## src/pmf_pkg.sv

```systemverilog
// Constants, types and carriers shared by the pixel mode formatter
package pmf_pkg;

    // ------------------------------------------------------------------
    // Widths and depths
    // ------------------------------------------------------------------
    localparam int PIX_W      = 8;
    localparam int OVL_W      = 4;
    localparam int COMP15_W   = 5;
    localparam int FIFO_DEPTH = 16;
    localparam int FIFO_LVL_W = 5;

    // Input is refused once this many words sit in the FIFO
    localparam logic [FIFO_LVL_W-1:0] READY_LIMIT = 5'h0c;

    // ------------------------------------------------------------------
    // Command register fields and reset values
    // ------------------------------------------------------------------
    localparam int CMD_BUS_HI    = 7;
    localparam int CMD_BUS_LO    = 6;
    localparam int CMD_SETUP_BIT = 5;
    localparam logic [PIX_W-1:0] MASK_RESET = 8'hff;
    localparam logic [PIX_W-1:0] CMD_RESET  = 8'h00;

    // Host register select
    localparam logic HOST_SEL_MASK = 1'b0;
    localparam logic HOST_SEL_CMD  = 1'b1;

    // ------------------------------------------------------------------
    // Pixel field layout
    // ------------------------------------------------------------------
    localparam logic [2:0] PAL15_TOP = 3'h7;   // Upper 32 palette entries
    localparam logic [PIX_W-1:0] BLANK_CODE = 8'h00;
    localparam logic [PIX_W-1:0] ZERO_CODE  = 8'h00;
    localparam logic [OVL_W-1:0] OVL_NONE   = 4'h0;

    // Mode pin codes
    localparam logic [1:0] PINS_PAL24 = 2'h0;
    localparam logic [1:0] PINS_BYP24 = 2'h1;
    localparam logic [1:0] PINS_INDEX = 2'h2;
    localparam logic [1:0] PINS_BYP8  = 2'h3;

    // ------------------------------------------------------------------
    // Enumerations
    // ------------------------------------------------------------------
    typedef enum logic [1:0] {
        BUS_RED   = 2'h0,
        BUS_GREEN = 2'h1,
        BUS_BLUE  = 2'h2,
        BUS_BOTH  = 2'h3
    } pmf_bus_t;

    typedef enum logic [2:0] {
        MODE_PAL24   = 3'h0,
        MODE_BYP24   = 3'h1,
        MODE_PSEUDO8 = 3'h2,
        MODE_PAL15   = 3'h3,
        MODE_BYP8    = 3'h4,
        MODE_BYP15   = 3'h5,
        MODE_RSVD    = 3'h6
    } pmf_mode_t;

    // ------------------------------------------------------------------
    // Carriers
    // ------------------------------------------------------------------
    typedef struct packed {
        logic [OVL_W-1:0] ovl;
        logic [1:0]       pins;
        logic [PIX_W-1:0] red;
        logic [PIX_W-1:0] green;
        logic [PIX_W-1:0] blue;
        logic             sync_n;
        logic             blank_n;
    } pmf_pixel_t;

    typedef struct packed {
        logic [PIX_W-1:0] red;
        logic [PIX_W-1:0] green;
        logic [PIX_W-1:0] blue;
        logic             sync_n;
        logic             blank_n;
    } pmf_dac_t;

endpackage

```

## src/pmf_fifo.sv

```systemverilog
// Flop based FIFO with valid/ready on both sides
`timescale 1ns/10ps
module pmf_fifo #(
    parameter int WIDTH = 26,
    parameter int DEPTH = 16
) (
    // Clock and reset
    input  wire logic                     sys_clk,
    input  wire logic                     reset,
    // Fill side
    input  wire logic                     in_valid,
    output logic                          in_ready,
    input  wire logic [WIDTH-1:0]         in_data,
    // Drain side
    output logic                          out_valid,
    input  wire logic                     out_ready,
    output logic [WIDTH-1:0]              out_data,
    // Occupancy
    output logic [$clog2(DEPTH):0]        level
);
    localparam int AW = $clog2(DEPTH);

    logic [WIDTH-1:0] mem_reg  [DEPTH];
    logic [WIDTH-1:0] mem_next [DEPTH];
    logic [AW-1:0]    wr_ptr_reg;
    logic [AW-1:0]    wr_ptr_next;
    logic [AW-1:0]    rd_ptr_reg;
    logic [AW-1:0]    rd_ptr_next;
    logic [AW:0]      cnt_reg;
    logic [AW:0]      cnt_next;
    logic             push;
    logic             pop;

    // Honest flags from the word count
    assign in_ready  = (cnt_reg != DEPTH[AW:0]);
    assign out_valid = (cnt_reg != '0);
    assign out_data  = mem_reg[rd_ptr_reg];
    assign level     = cnt_reg;
    assign push      = in_valid && in_ready;
    assign pop       = out_valid && out_ready;

    // Next pointers, count and storage
    always_comb
    begin
        mem_next    = mem_reg;
        wr_ptr_next = wr_ptr_reg;
        rd_ptr_next = rd_ptr_reg;
        cnt_next    = cnt_reg;
        if (push)
        begin
            mem_next[wr_ptr_reg] = in_data;
            wr_ptr_next          = wr_ptr_reg + 1'b1;
        end
        if (pop)
            rd_ptr_next = rd_ptr_reg + 1'b1;
        if (push && !pop)
            cnt_next = cnt_reg + 1'b1;
        else if (pop && !push)
            cnt_next = cnt_reg - 1'b1;
    end

    // Register stage
    always_ff @(posedge sys_clk)
    begin
        mem_reg <= mem_next;
        if (reset)
        begin
            wr_ptr_reg <= '0;
            rd_ptr_reg <= '0;
            cnt_reg    <= '0;
        end
        else
        begin
            wr_ptr_reg <= wr_ptr_next;
            rd_ptr_reg <= rd_ptr_next;
            cnt_reg    <= cnt_next;
        end
    end

endmodule // pmf_fifo

```

## src/pmf_formatter.sv

```systemverilog
// Pixel mode formatter: mode decode, mask, palette, overlay, blanking
`timescale 1ns/10ps
module pmf_formatter (
    // Clock and reset
    input  wire logic                      sys_clk,
    input  wire logic                      reset,
    // Pixel input stream
    input  wire logic                      pixel_valid,
    output logic                           pixel_ready,
    input  wire logic [pmf_pkg::PIX_W-1:0] red_pixel_bus,
    input  wire logic [pmf_pkg::PIX_W-1:0] green_pixel_bus,
    input  wire logic [pmf_pkg::PIX_W-1:0] blue_pixel_bus,
    input  wire logic [pmf_pkg::OVL_W-1:0] overlay_select,
    input  wire logic                      pixel_mode_pin_hi,
    input  wire logic                      pixel_mode_pin_lo,
    input  wire logic                      sync_n,
    input  wire logic                      blank_n,
    // Host register port
    input  wire logic [pmf_pkg::PIX_W-1:0] host_data_bus,
    input  wire logic                      host_sel,
    input  wire logic                      host_wr,
    input  wire logic                      host_rd,
    output logic [pmf_pkg::PIX_W-1:0]      host_read_data,
    output logic                           host_read_valid,
    // Palette and overlay lookup, one cycle read latency
    output logic [pmf_pkg::PIX_W-1:0]      pal_addr_red,
    output logic [pmf_pkg::PIX_W-1:0]      pal_addr_green,
    output logic [pmf_pkg::PIX_W-1:0]      pal_addr_blue,
    input  wire pmf_pkg::pmf_dac_t         pal_data,
    output logic [pmf_pkg::OVL_W-1:0]      ovl_addr,
    input  wire pmf_pkg::pmf_dac_t         ovl_data,
    // Converter output stream
    output logic                           dac_valid,
    input  wire logic                      dac_ready,
    output logic [pmf_pkg::PIX_W-1:0]      dac_red,
    output logic [pmf_pkg::PIX_W-1:0]      dac_green,
    output logic [pmf_pkg::PIX_W-1:0]      dac_blue,
    output logic                           dac_sync_n,
    output logic                           dac_blank_n,
    output logic                           dac_setup_en
);

    // ------------------------------------------------------------------
    // Functions
    // ------------------------------------------------------------------

    // Mode from pins and bus select
    function automatic pmf_pkg::pmf_mode_t decode_mode(
        input logic [1:0] pins,
        input logic [1:0] bsel
    );
        decode_mode = pmf_pkg::MODE_RSVD;
        unique case (pins)
            pmf_pkg::PINS_PAL24:
                if (bsel != pmf_pkg::BUS_BOTH)
                    decode_mode = pmf_pkg::MODE_PAL24;
            pmf_pkg::PINS_BYP24:
                if (bsel != pmf_pkg::BUS_BOTH)
                    decode_mode = pmf_pkg::MODE_BYP24;
            pmf_pkg::PINS_INDEX:
                decode_mode = (bsel == pmf_pkg::BUS_BOTH) ?
                    pmf_pkg::MODE_PAL15 : pmf_pkg::MODE_PSEUDO8;
            pmf_pkg::PINS_BYP8:
                decode_mode = (bsel == pmf_pkg::BUS_BOTH) ?
                    pmf_pkg::MODE_BYP15 : pmf_pkg::MODE_BYP8;
        endcase
    endfunction

    // Byte from the bus that the select bits name
    function automatic logic [pmf_pkg::PIX_W-1:0] pick_bus(
        input pmf_pkg::pmf_pixel_t p,
        input logic [1:0]          bsel
    );
        unique case (bsel)
            pmf_pkg::BUS_GREEN: pick_bus = p.green;
            pmf_pkg::BUS_BLUE:  pick_bus = p.blue;
            default:            pick_bus = p.red;
        endcase
    endfunction

    // 15-bit pixel split into its three five-bit components
    function automatic logic [3*pmf_pkg::COMP15_W-1:0] split15(
        input pmf_pkg::pmf_pixel_t p
    );
        split15 = {p.red[6:2], p.red[1:0], p.green[7:5], p.green[4:0]};
    endfunction

    // ------------------------------------------------------------------
    // Declarations
    // ------------------------------------------------------------------
    localparam int CW = pmf_pkg::COMP15_W;

    pmf_pkg::pmf_pixel_t  s1_pix_reg,  s1_pix_next;
    pmf_pkg::pmf_pixel_t  s2_pix_reg,  s2_pix_next;
    pmf_pkg::pmf_pixel_t  s3_pix_reg,  s3_pix_next;
    pmf_pkg::pmf_mode_t   s2_mode_reg, s2_mode_next;
    pmf_pkg::pmf_mode_t   s3_mode_reg, s3_mode_next;
    logic                 s1_vld_reg,  s1_vld_next;
    logic                 s2_vld_reg,  s2_vld_next;
    logic                 s3_vld_reg,  s3_vld_next;
    logic [1:0]           s2_bsel_reg, s2_bsel_next;
    logic [1:0]           s3_bsel_reg, s3_bsel_next;
    logic                 ready_reg,   ready_next;

    logic [pmf_pkg::PIX_W-1:0] mask_red_reg,   mask_red_next;
    logic [pmf_pkg::PIX_W-1:0] mask_green_reg, mask_green_next;
    logic [pmf_pkg::PIX_W-1:0] mask_blue_reg,  mask_blue_next;
    logic [pmf_pkg::PIX_W-1:0] cmd_reg,        cmd_next;
    logic [pmf_pkg::PIX_W-1:0] rd_data_reg,    rd_data_next;
    logic                      rd_vld_reg,     rd_vld_next;

    logic [pmf_pkg::PIX_W-1:0] par_reg, par_next;
    logic [pmf_pkg::PIX_W-1:0] pag_reg, pag_next;
    logic [pmf_pkg::PIX_W-1:0] pab_reg, pab_next;
    logic [pmf_pkg::OVL_W-1:0] oa_reg,  oa_next;

    pmf_pkg::pmf_dac_t    out_reg, out_next;
    logic                 out_vld_reg, out_vld_next;
    logic                 setup_reg, setup_next;

    pmf_pkg::pmf_dac_t    word;
    pmf_pkg::pmf_dac_t    fifo_q;
    logic                 fifo_in_ready;
    logic                 fifo_out_valid;
    logic                 fifo_pop;
    logic [pmf_pkg::FIFO_LVL_W-1:0] fifo_level;
    logic [1:0]           bsel;
    logic [pmf_pkg::PIX_W-1:0] sel_byte;
    logic [3*CW-1:0]      c15;

    assign bsel = {cmd_reg[pmf_pkg::CMD_BUS_HI], cmd_reg[pmf_pkg::CMD_BUS_LO]};

    // ------------------------------------------------------------------
    // Host registers: mask copies and command register
    // ------------------------------------------------------------------

    // Host writes and reads, independent of the pixel pipe
    always_comb
    begin
        mask_red_next   = mask_red_reg;
        mask_green_next = mask_green_reg;
        mask_blue_next  = mask_blue_reg;
        cmd_next        = cmd_reg;
        rd_data_next    = rd_data_reg;
        rd_vld_next     = host_rd;
        if (host_wr && host_sel == pmf_pkg::HOST_SEL_MASK)
        begin
            mask_red_next   = host_data_bus;
            mask_green_next = host_data_bus;
            mask_blue_next  = host_data_bus;
        end
        if (host_wr && host_sel == pmf_pkg::HOST_SEL_CMD)
            cmd_next = host_data_bus;
        if (host_rd)
            rd_data_next = (host_sel == pmf_pkg::HOST_SEL_CMD) ?
                cmd_reg : mask_red_reg;
    end

    always_ff @(posedge sys_clk)
    begin
        if (reset)
        begin
            mask_red_reg   <= pmf_pkg::MASK_RESET;
            mask_green_reg <= pmf_pkg::MASK_RESET;
            mask_blue_reg  <= pmf_pkg::MASK_RESET;
            cmd_reg        <= pmf_pkg::CMD_RESET;
            rd_data_reg    <= pmf_pkg::ZERO_CODE;
            rd_vld_reg     <= 1'b0;
        end
        else
        begin
            mask_red_reg   <= mask_red_next;
            mask_green_reg <= mask_green_next;
            mask_blue_reg  <= mask_blue_next;
            cmd_reg        <= cmd_next;
            rd_data_reg    <= rd_data_next;
            rd_vld_reg     <= rd_vld_next;
        end
    end

    // ------------------------------------------------------------------
    // Pixel pipeline: capture, address, lookup
    // ------------------------------------------------------------------

    // Stage advance; every path takes the same three stages
    always_comb
    begin
        s1_vld_next = pixel_valid && ready_reg;
        s1_pix_next = s1_pix_reg;
        if (s1_vld_next)
            s1_pix_next = '{ovl: overlay_select,
                            pins: {pixel_mode_pin_hi,
                                   pixel_mode_pin_lo},
                            red: red_pixel_bus,
                            green: green_pixel_bus,
                            blue: blue_pixel_bus,
                            sync_n: sync_n,
                            blank_n: blank_n};
        s2_vld_next  = s1_vld_reg;
        s2_pix_next  = s1_pix_reg;
        s2_bsel_next = bsel;
        s2_mode_next = decode_mode(s1_pix_reg.pins, bsel);
        s3_vld_next  = s2_vld_reg;
        s3_pix_next  = s2_pix_reg;
        s3_mode_next = s2_mode_reg;
        s3_bsel_next = s2_bsel_reg;
        ready_next   = (fifo_level < pmf_pkg::READY_LIMIT);
    end

    // Palette and overlay addresses for the captured pixel
    always_comb
    begin
        c15      = split15(s1_pix_reg);
        sel_byte = pick_bus(s1_pix_reg, bsel);
        par_next = pmf_pkg::ZERO_CODE;
        pag_next = pmf_pkg::ZERO_CODE;
        pab_next = pmf_pkg::ZERO_CODE;
        oa_next  = s1_pix_reg.ovl;
        unique case (s2_mode_next)
            pmf_pkg::MODE_PAL24:
            begin
                par_next = s1_pix_reg.red   & mask_red_reg;
                pag_next = s1_pix_reg.green & mask_green_reg;
                pab_next = s1_pix_reg.blue  & mask_blue_reg;
            end
            pmf_pkg::MODE_PSEUDO8:
            begin
                unique case (bsel)
                    pmf_pkg::BUS_GREEN: par_next = sel_byte & mask_green_reg;
                    pmf_pkg::BUS_BLUE:  par_next = sel_byte & mask_blue_reg;
                    default:            par_next = sel_byte & mask_red_reg;
                endcase
                pag_next = par_next;
                pab_next = par_next;
            end
            pmf_pkg::MODE_PAL15:
            begin
                par_next = {pmf_pkg::PAL15_TOP, c15[3*CW-1:2*CW]};
                pag_next = {pmf_pkg::PAL15_TOP, c15[2*CW-1:CW]};
                pab_next = {pmf_pkg::PAL15_TOP, c15[CW-1:0]};
            end
            default:
            begin
                par_next = pmf_pkg::ZERO_CODE;
            end
        endcase
    end

    // Final color: mode first, then overlay, then blanking
    always_comb
    begin
        word  = '0;
        word.sync_n  = s3_pix_reg.sync_n;
        word.blank_n = s3_pix_reg.blank_n;
        unique case (s3_mode_reg)
            pmf_pkg::MODE_PAL24, pmf_pkg::MODE_PSEUDO8,
            pmf_pkg::MODE_PAL15:
            begin
                word.red   = pal_data.red;
                word.green = pal_data.green;
                word.blue  = pal_data.blue;
            end
            pmf_pkg::MODE_BYP24:
            begin
                word.red   = s3_pix_reg.red;
                word.green = s3_pix_reg.green;
                word.blue  = s3_pix_reg.blue;
            end
            pmf_pkg::MODE_BYP8:
            begin
                word.red   = pick_bus(s3_pix_reg, s3_bsel_reg);
                word.green = {word.red[4:2], 5'h00};
                word.blue  = {word.red[1:0], 6'h00};
                word.red   = {word.red[7:5], 5'h00};
            end
            pmf_pkg::MODE_BYP15:
            begin
                word.red   = {s3_pix_reg.red[6:2], 3'h0};
                word.green = {s3_pix_reg.red[1:0],
                              s3_pix_reg.green[7:5], 3'h0};
                word.blue  = {s3_pix_reg.green[4:0], 3'h0};
            end
            default:
            begin
                word.red = pmf_pkg::ZERO_CODE;
            end
        endcase
        if (s3_pix_reg.ovl != pmf_pkg::OVL_NONE)
        begin
            word.red   = ovl_data.red;
            word.green = ovl_data.green;
            word.blue  = ovl_data.blue;
        end
        if (!s3_pix_reg.blank_n)
        begin
            word.red   = pmf_pkg::BLANK_CODE;
            word.green = pmf_pkg::BLANK_CODE;
            word.blue  = pmf_pkg::BLANK_CODE;
        end
    end

    always_ff @(posedge sys_clk)
    begin
        if (reset)
        begin
            s1_vld_reg <= 1'b0;
            s2_vld_reg <= 1'b0;
            s3_vld_reg <= 1'b0;
            ready_reg  <= 1'b0;
        end
        else
        begin
            s1_vld_reg <= s1_vld_next;
            s2_vld_reg <= s2_vld_next;
            s3_vld_reg <= s3_vld_next;
            ready_reg  <= ready_next;
        end
        s1_pix_reg  <= s1_pix_next;
        s2_pix_reg  <= s2_pix_next;
        s3_pix_reg  <= s3_pix_next;
        s2_mode_reg <= s2_mode_next;
        s3_mode_reg <= s3_mode_next;
        s2_bsel_reg <= s2_bsel_next;
        s3_bsel_reg <= s3_bsel_next;
        par_reg     <= par_next;
        pag_reg     <= pag_next;
        pab_reg     <= pab_next;
        oa_reg      <= oa_next;
    end

    // ------------------------------------------------------------------
    // Output FIFO and converter register
    // ------------------------------------------------------------------
    pmf_fifo #(
        .WIDTH ($bits(pmf_pkg::pmf_dac_t)),
        .DEPTH (pmf_pkg::FIFO_DEPTH)
    ) u_fifo (
        .sys_clk   (sys_clk),
        .reset     (reset),
        .in_valid  (s3_vld_reg),
        .in_ready  (fifo_in_ready),
        .in_data   (word),
        .out_valid (fifo_out_valid),
        .out_ready (fifo_pop),
        .out_data  (fifo_q),
        .level     (fifo_level)
    );

    assign fifo_pop = fifo_out_valid && (!out_vld_reg || dac_ready);

    // Converter word register with sync and pedestal flags
    always_comb
    begin
        out_next     = out_reg;
        out_vld_next = out_vld_reg && !dac_ready;
        setup_next   = cmd_reg[pmf_pkg::CMD_SETUP_BIT];
        if (fifo_pop)
        begin
            out_next     = fifo_q;
            out_vld_next = 1'b1;
        end
    end

    always_ff @(posedge sys_clk)
    begin
        if (reset)
        begin
            out_reg     <= '{default: '0, sync_n: 1'b1, blank_n: 1'b0};
            out_vld_reg <= 1'b0;
            setup_reg   <= 1'b0;
        end
        else
        begin
            out_reg     <= out_next;
            out_vld_reg <= out_vld_next;
            setup_reg   <= setup_next;
        end
    end

    // Port drive
    assign pixel_ready     = ready_reg;
    assign host_read_data  = rd_data_reg;
    assign host_read_valid = rd_vld_reg;
    assign pal_addr_red    = par_reg;
    assign pal_addr_green  = pag_reg;
    assign pal_addr_blue   = pab_reg;
    assign ovl_addr        = oa_reg;
    assign dac_valid       = out_vld_reg;
    assign dac_red         = out_reg.red;
    assign dac_green       = out_reg.green;
    assign dac_blue        = out_reg.blue;
    assign dac_sync_n      = out_reg.sync_n;
    assign dac_blank_n     = out_reg.blank_n;
    assign dac_setup_en    = setup_reg;

endmodule // pmf_formatter

```

## config.mk

```make
export PLATFORM = sky130hd
export DESIGN_NAME = pmf_formatter
export DESIGN_NICKNAME = d
export VERILOG_FILES = /design/src/pmf_pkg.sv /design/src/pmf_fifo.sv /design/src/pmf_formatter.sv
export SDC_FILE = /design/constraint.sdc
export NUM_CORES = 1
export LEC_CHECK = 0
export CELL_PAD_IN_SITES_DETAIL_PLACEMENT = 0
export CELL_PAD_IN_SITES_GLOBAL_PLACEMENT = 1
export CORE_UTILIZATION = 54
export DETAILED_ROUTE_END_ITERATION = 12
export DONT_BUFFER_PORTS = 1
export PLACE_DENSITY = 0.74
export SYNTH_ARGS = -nofsm -noshare
export SYNTH_HDL_FRONTEND = slang
export SYNTH_SLANG_ARGS = --single-unit
```

## constraint.sdc

```tcl
create_clock -name sys_clk -period 4.2 [get_ports sys_clk]
set_input_delay 0.84 -clock sys_clk [delete_from_list [all_inputs] [get_ports sys_clk]]
set_output_delay 0.84 -clock sys_clk [all_outputs]
set_load 0.05 [all_outputs]
```

* Word-level counts from Yosys, hierarchy flattened
Cells that the tools add are included.
Word-level totals: flip-flop bits (word level) 612, latch bits 0, RAM bits 0, bits in read-only memories 0, bits of input ports 99, logic and storage cells 138, memories kept 0
Cells by class: $add $sub $neg 4, multiply operators 0, divide/modulo/power cells 0, $lt $le $gt $ge 4, equal/unequal tests 17, shift operators 0, muxes and demuxes 24, bitwise operators 7, reduce and logical (&&, ||, !) cells 22
Operator list (number):
- 416-bit bitwise mux | 1
- 26-bit binary-select mux with 4-bit select | 1
- 26-bit demux with 4-bit select | 1
- 26-bit 2-to-1 mux | 3
- 8-bit case mux with 3 select lines | 3
- 16-bit case mux with 4 select lines | 1
- 24-bit 2-to-1 mux | 2
- 8-bit bitwise AND | 4
- 8-bit case mux with 2 select lines | 2
- 8-bit case mux with 4 select lines | 1
- 3-bit by 2-bit == test with 1-bit output, second input constant | 4
- 3-bit case mux with 4 select lines | 1
- 2-bit == test, second input constant | 5
- 5-bit greater-or-equal comparator, second input constant | 2
- 1-bit logical AND | 10
- 5-bit 2-to-1 mux | 2
- 4-bit NOT with 5-bit output | 2
- 4-bit by 1-bit adder with 4-bit output, second input constant | 2
- 8-bit 2-to-1 mux | 1
- 2-bit by 1-bit == test with 1-bit output, second input constant | 3
- 3-bit == test, second input constant | 2
- 3-bit zero test | 2
- 3-bit 2-to-1 mux | 2
- 5-bit by 1-bit adder with 5-bit output, second input constant | 1
- 15 further kinds | 20

* Logic depth before layout (Yosys ltp)
Gate-level depths: netlist (run 1).
depth in word-level cells 7, gate-level depth with buffers 11

* Cells and area by module
From an unflattened synthesis (run 1), not the netlist that was laid out.
Unflattened totals: cell total of the unflattened synthesis 1354, area total of the unflattened synthesis 22972.0 um^2
Modules (own cells, without submodules):
- pmf_fifo | instances 1, cells each 742, area each 16414.5 um^2, sequential area each 12752.2 um^2
- pmf_formatter | instances 1, cells each 612, area each 6557.5 um^2, sequential area each 3983.8 um^2

* Worst setup path after synthesis (run 1)
OpenSTA, ideal clock, no wires.
path kind flip-flop to flip-flop, from register u_fifo.cnt_reg[0] (netlist: u_fifo.level[0]), to register u_fifo.mem_reg[364] in the netlist's numbering, enable pin, arrival 2853 ps, data required time 3758 ps, path slack 905 ps, stages on the path, launching flop included 5, path buffers 0, period minus slack after synthesis 3295 ps, cells stage by stage dfxtp_1 nor4_1 a21boi_1 nand2_1 nor3_1
Between the ends: cells in the longest elaborated chain, start to end 2
Ends and longest elaborated chain:
- from (decl) | RTL line pmf_fifo.sv:29 | logic [AW:0] cnt_reg;
- from (signal assigned) | RTL line pmf_fifo.sv:76 | cnt_reg <= cnt_next;
- 5-bit inequality test | RTL line pmf_fifo.sv:35 | assign in_ready = (cnt_reg != DEPTH[AW:0]);
- 1-bit logical AND | RTL line pmf_fifo.sv:39 | assign push = in_valid && in_ready;
- via u_fifo.push | RTL line pmf_fifo.sv:31 | logic push;
- to (signal assigned) | RTL line pmf_fifo.sv:65 | mem_reg <= mem_next;
- to (decl) | RTL line pmf_fifo.sv:23 | logic [WIDTH-1:0] mem_reg [DEPTH];
The timed path passes the listed nets, and every way through them passes these cells. A chain may end at the register's enable or synchronous reset.

* Worst setup path after layout (run 1)
from register u_fifo.cnt_reg[0] (netlist: u_fifo.level[0]), to register u_fifo.cnt_reg[4] (netlist: u_fifo.level[4])
Between the ends: cells in the longest elaborated chain, start to end 6
Ends and longest elaborated chain:
- branches (longest 6 deep; another with 5-bit by 1-bit subtractor with 5-bit output)
Parallel ways; which one is timed is not known. The select of a mux whose other input is x is not followed.

==> impl_metrics.json, run 1 <==
{
  "clock-skew-final_ns": 0.0135,
  "synth_area_per_cell_sq_um": 17.8,
  "powerDensity_nw_per_um2": 603,
  "clk-insertion-delay-late_ns": 0.61,
  "holdPathEnd": "cmd_reg[5]$_SDFFE_PP0P_",
  "relSlewSlack_pct": 16.9,
  "totalWireLength_microns": 50500,
  "p_leak_nw": 8.63,
  "post_cts_buffers": 0,
  "largest_reg_flops": 416,
  "syn_to_final_growth_pct": 12.2,
  "grt_pass1_wl_microns": 75300,
  "hold_path.class": "in2reg",
  "reg2reg_setup_slack_ns": 1.24,
  "syn-cell-area_sq_um": 22900,
  "via_per_inst": 6.11,
  "rows": 75,
  "min_delay_path_depth": 1,
  "drv_cap": 0,
  "numCtsBuffers": 61,
  "synth_edf_count": 448,
  "ir_drop_mv": 0.414,
  "synth.largest_area_cell": "edfxtp_1",
  "fin_crit_sh_pct": 70.5,
  "tightestPinTransition_ns": 1.24,
  "worstRegToRegCells": 9,
  "start_kind": "flip-flop",
  "ant_nets": 0,
  "report.final.slew_viol_count": 0,
  "htreeDepth": 2,
  "first_iter_violations": 933,
  "cts_buffer_depth": 3,
  "synth_ff_type": "edfxtp_1",
  "finalHoldViolCount": 0,
  "drc": 0,
  "reg2reg_to": "u_fifo.level[4]$_SDFFE_PP0P_",
  "io_buffers": 0,
  "ys_seq_area_share_pct": 73.0,
  "hold_buffers": 0,
  "n_fill_cell": 2972,
  "ctsResizeCount": 0,
  "ys_top_cells_by_count": "edfxtp_1, dfxtp_1, mux4_2",
  "crit-reg2reg-launch": "u_fifo.level[0]$_SDFFE_PP0P_",
  "critical_path.startpoint": "u_fifo.level[0]$_SDFFE_PP0P_",
  "ys_top_cells_by_area": "edfxtp_1, dfxtp_1, mux4_2",
  "end_kind": "flip-flop",
  "die_h_microns": 208,
  "grt_pass1_vias": 11885,
  "cts_tree": "yes",
  "max_freq_ghz": 0.338,
  "grt_max_degree": 57,
  "wl_per_cell_microns": 26.7,
  "clkTransAtPathRegs_ns": 0.06,
  "grt_overflow": 0,
  "ys_types": 47,
  "globalplace.congestion": 0.915,
  "min_period_ns": 2.96,
  "synth_most_common_cell": "edfxtp_1",
  "cts_root_buf": "clkbuf_16",
  "ys_ff_latch": 612,
  "ys_warn_count": 0,
  "outcome": "finished clean",
  "dpl.hpwl_microns": 29900,
  "firstDrtPassIters": 5,
  "ios": 165,
  "setup_violations": 0,
  "synth_fp_nets": 1405,
  "rsz0062_at_grt": "false",
  "drive_gt1_share_pct": 22.2,
  "cts.sinks": 612,
  "critPathKind": "reg2reg",
  "design.core.area_sq_um": 41900,
  "antenna_found_initial": 3,
  "die_area_sq_um": 43300,
  "synth_top_area_share_pct": 58.7,
  "initial_core_util_pct": 54.6,
  "final_util_pct": 61.3,
  "crit_arrival_ns": 3.46,
  "critPathMaxFanout": 6,
  "via_count": 11562,
  "nNetsFinal": 1414,
  "grt_usage_pct": 23.8,
  "fin_setup_tns_ns": 0,
  "synthCells": 1290,
  "async_flop_share_pct": 0,
  "min_from": "reset",
  "crit_required_ns": 4.70,
  "die_width_microns": 208
}
==> worst max-delay path by stage <==
stage | to | depth (start not counted)
after detailed placement | u_fifo.level[4]$_SDFFE_PP0P_ | 9
after global placement | u_fifo.level[4]$_SDFFE_PP0P_ | 9
after floorplan | u_fifo.mem_reg[364]$_DFFE_PP_ | 4
after CTS | u_fifo.level[4]$_SDFFE_PP0P_ | 9
after global routing | u_fifo.level[4]$_SDFFE_PP0P_ | 9
final | u_fifo.level[4]$_SDFFE_PP0P_ | 9
==> final cells by class <==
type | instances | area (sq um) | area share [%]
diodes | 1 | 2.50 | 0.00973
clock buffers | 82 | 1710 | 6.63
clock inverters | 33 | 413 | 1.61
inverters | 18 | 67.6 | 0.263
multi-input cells | 575 | 5840 | 22.7
flip-flops and latches | 612 | 16700 | 65.1
well taps | 539 | 674 | 2.62
repair buffers | 31 | 270 | 1.05
==> per-stage QoR <==
stage | instance area [sq um] | power (W) | cells | worst slack, ns | hold WS (ns)
2_1_floorplan | 22900 | 0.00946 | 1290 | 0.905 | 0.310
3_3_place_gp | 23600 | 0.0100 | 1775 | 1.25 | 0.310
3_5_place_dp | 23600 | 0.0101 | 1775 | 1.24 | 0.312
4_1_cts | 25700 | 0.0157 | 1890 | 1.23 | 0.261
5_1_grt | 25700 | 0.0161 | 1891 | 1.06 | 0.273
6_report | 25700 | 0.0155 | 1891 | 1.24 | 0.297
==> layout by cell type, fill, tap and decap left out, types with 12 or more instances in the layout <==
cell type	instances
nor2_4	12
a21oi_1	15
nand3_1	27
a221o_1	16
mux2_2	32
and2_1	12
inv_1	17
nor2_1	28
dfxtp_1	161
a32oi_1	40
mux2i_1	57
nand2_1	63
buf_4	28
mux4_2	104
edfxtp_1	448
o21ai_0	28
ha_1	15
clkbuf_16	61
o21ai_1	20
clkinv_2	12
o211ai_1	14
==> kinds of logic (layout without fill, tap and decap cells) <==
| logic type | after synthesis | count (layout) | share of synthesized area [%] |
|---|---|---|---|
| buffers and inverters | 103 | 164 | 2.02 |
| adder cells (fa/ha/maj) | 16 | 16 | 0.906 |
| AND/OR/NAND/NOR | 167 | 167 | 3.28 |
| AO/OA/AOI/OAI | 189 | 189 | 6.11 |
| XOR/XNOR | 10 | 10 | 0.382 |
| flip-flops | 612 | 612 | 73.0 |
| other | 0 | 1 | 0 |
| multiplexers | 193 | 193 | 14.3 |
==> power breakdown <==
| part | switching (W) | leakage [nW] | internal [W] | total, W |
|---|---|---|---|---|
| clock network | 0.00222 | 1.04 | 0.00340 | 0.00562 |
| logic | 0.00109 | 2.13 | 0.00110 | 0.00219 |
| registers | 0.000891 | 5.46 | 0.00681 | 0.00770 |
==> per-layer routing <==
metal	GRT usage [%]	vias up	routed length [microns]
li1	-	5166	-
met1	30.6	5902	20300
met2	40.2	400	25300
met3	5.45	90	3570
met4	7.69	4	1290
met5	0	-	29
==> critical path, stage by stage (launching register included) <==
cell,delay [ns]
dfxtp_1,0.37
or4_1,0.67
o21ai_2,0.19
ha_1,0.19
inv_1,0.11
fa_1,0.41
a21o_1,0.17
a21oi_1,0.17
mux2i_1,0.22
mux2_2,0.34
No activity file was read; power rests on OpenSTA's default activity.
==> inputs of run 2 (changes only) <==
==> constraint.sdc (replaced) <==
create_clock -name sys_clk -period 2.76 [get_ports sys_clk]
set_input_delay 0.552 -clock sys_clk [delete_from_list [all_inputs] [get_ports sys_clk]]
set_output_delay 0.552 -clock sys_clk [all_outputs]
set_load 0.05 [all_outputs]
==> run 2 against run 1 <==
Against the previous run: first-iteration DRC count rose by 6.2%; count of clock-buffer cells in the layout grew 4; wire length grew 1.5%; global-route usage grew 0.47 points.
==> impl_metrics.json, run 2 (synthesis gave the netlist of run 1 again) <==
{
  "power_frac_clock_pct": 33.4,
  "wl_per_cell_microns": 26.7,
  "cp.depth": 9,
  "cts.sinks": 612,
  "via_per_inst": 6.11,
  "start_kind": "flip-flop",
  "dp_slack_ns": 0.0956,
  "cp-endpoint": "u_fifo.level[4]$_SDFFE_PP0P_",
  "crit_chain": "or4_4 > o21ai_4 > ha_4 > inv_2 > fa_2 > a21o_1 > a21oi_2 > mux2i_1 > mux2_2",
  "critPathMaxFanout": 5,
  "worst_slack_ns": 0.138,
  "worstRegToRegCells": 9,
  "layout_commonest_cell": "edfxtp_1",
  "grt_usage_pct": 24.3,
  "report.final.slew_viol_count": 0,
  "crit-reg2reg-launch": "u_fifo.level[3]$_SDFFE_PP0P_",
  "cts_tree": "yes",
  "critPathKind": "reg2reg",
  "ir_drop_mv": 0.601,
  "end_kind": "flip-flop",
  "comb_power_share_pct": 15.9,
  "ios": 165,
  "cpMaxStageDelayCell": "or4_4",
  "initial_core_util_pct": 54.6,
  "syn_to_final_growth_pct": 12.4,
  "drive_gt1_share_pct": 23.5,
  "n_fill_cell": 2998,
  "rsz0062_at_grt": "false",
  "tightestPinTransition_ns": 0.724,
  "first_iter_violations": 991,
  "fin_crit_sh_pct": 95.0,
  "htreeDepth": 2,
  "p_switching_w": 0.00633,
  "numCtsBuffers": 59,
  "cp_slowest_stage_delay_ns": 0.55,
  "switching_share_pct": 27.6,
  "power_frac_seq_pct": 50.7,
  "setup_violations": 0,
  "crit_required_ns": 3.26,
  "totalWireLength_microns": 51300,
  "reg2reg_to": "u_fifo.level[4]$_SDFFE_PP0P_",
  "design.core.area_sq_um": 41900,
  "largest_reg_flops": 416,
  "critPathTopFamily": "multiplexers",
  "finalHoldViolCount": 0,
  "cts_buffer_depth": 3,
  "grt_pass1_wl_microns": 76300,
  "grt_max_degree": 53,
  "finalPower_w": 0.0229,
  "critical_path.startpoint": "u_fifo.level[3]$_SDFFE_PP0P_",
  "path_buf_inv": 1,
  "die_area_sq_um": 43300,
  "outcome": "finished clean",
  "clk-insertion-delay-late_ns": 0.61,
  "nNetsFinal": 1442,
  "io_buffers": 0,
  "ant_nets": 0,
  "min_delay_path_depth": 1,
  "dpl.hpwl_microns": 30500,
  "max_freq_ghz": 0.381,
  "p_leak_nw": 8.67,
  "via_count": 11716,
  "die_h_microns": 208,
  "final_cell_mix": "edfxtp_1, dfxtp_1, mux4_2, nand2_1, clkbuf_16",
  "min_period_ns": 2.62,
  "holdWs_ns": 0.0275,
  "relSlewSlack_pct": 51.7,
  "reg2reg_setup_slack_ns": 0.14,
  "firstDrtPassIters": 4,
  "antenna_found_initial": 2,
  "cts_root_buf": "clkbuf_16",
  "drc": 0,
  "powerDensity_nw_per_um2": 889,
  "clock-skew-final_ns": 0.00966,
  "hold_path.class": "in2reg",
  "grt_overflow": 0,
  "globalplace.congestion": 0.906,
  "rows": 75,
  "crit_arrival_ns": 3.12,
  "p_int_w": 0.0166,
  "die_width_microns": 208,
  "grt_pass1_vias": 11956,
  "drv_cap": 0,
  "clkTransAtPathRegs_ns": 0.06
}
## run 2: cell count changes in the layout (fill, tap and decap cells not counted), sizes merged
cell and change:
buf +30, bufinv -8, clkinv +5, clkbuf +4, clkinvlp -3, inv -2
## run 2: per-layer routing
layer  global-route usage (%)  up-vias  wire length [microns]
li1                         -     5202                      -
met1                     31.8     6020                  20900
met2                     40.3      399                  25300
met3                     5.19       95                   3550
met4                     8.79        0                   1560
met5                        0        -                      0
## run 2: power groups by stage
stage                     Clock [W]  Combinational [W]  Sequential, W
after floorplan                   0            0.00288         0.0116
after global placement            0            0.00363         0.0118
after detailed placement          0            0.00365         0.0118
after CTS                   0.00778            0.00368         0.0116
after global routing        0.00813            0.00395         0.0117
final                       0.00765            0.00363         0.0116
## run 2: area by class of cell
class,instances,area [sq um],share of cell area [%]
well taps,539,674,2.62
inverters,18,67.6,0.262
clock buffers,86,1710,6.65
clock inverters,25,144,0.559
multi-input cells,575,5840,22.7
diodes,1,2.50,0.00972
flip-flops and latches,612,16700,65.0
repair buffers,61,571,2.22
## run 2: worst min-delay path by stage
stage / slack, ns / start / to
after floorplan: 0.31 / s2_bsel_reg[0]$_DFF_P_ / s3_bsel_reg[0]$_DFF_P_
after global placement: 0.31 / s2_pix_reg[8]$_DFF_P_ / s3_pix_reg[8]$_DFF_P_
after detailed placement: 0.31 / s2_bsel_reg[1]$_DFF_P_ / s3_bsel_reg[1]$_DFF_P_
after CTS: 0.001 / reset / dac_valid$_SDFF_PP0_
after global routing: 0.007 / reset / dac_valid$_SDFF_PP0_
final: 0.03 / reset / dac_valid$_SDFF_PP0_
## run 2: metrics by stage
| stage | cells | TNS (ns) | instance area [sq um] | utilization (%) |
|---|---|---|---|---|
| global route | 1916 | 0 | 25800 | 61.4 |
| CTS | 1916 | 0 | 25700 | 61.4 |
| finish | 1917 | 0 | 25800 | 61.4 |
| global placement | 1804 | 0 | 23900 | 56.9 |
| detailed placement | 1804 | 0 | 23900 | 56.9 |
| floorplan | 1290 | -0.0133 | 23000 | - |
## run 2: repair_timing
item | CTS | global route
hold buffers | 1 | 0
endpoints found under the setup margin | 0 | 1
hold endpoints to repair | 31 | 0
buffers inserted | 0 | 0
resized for setup | 0 | 2
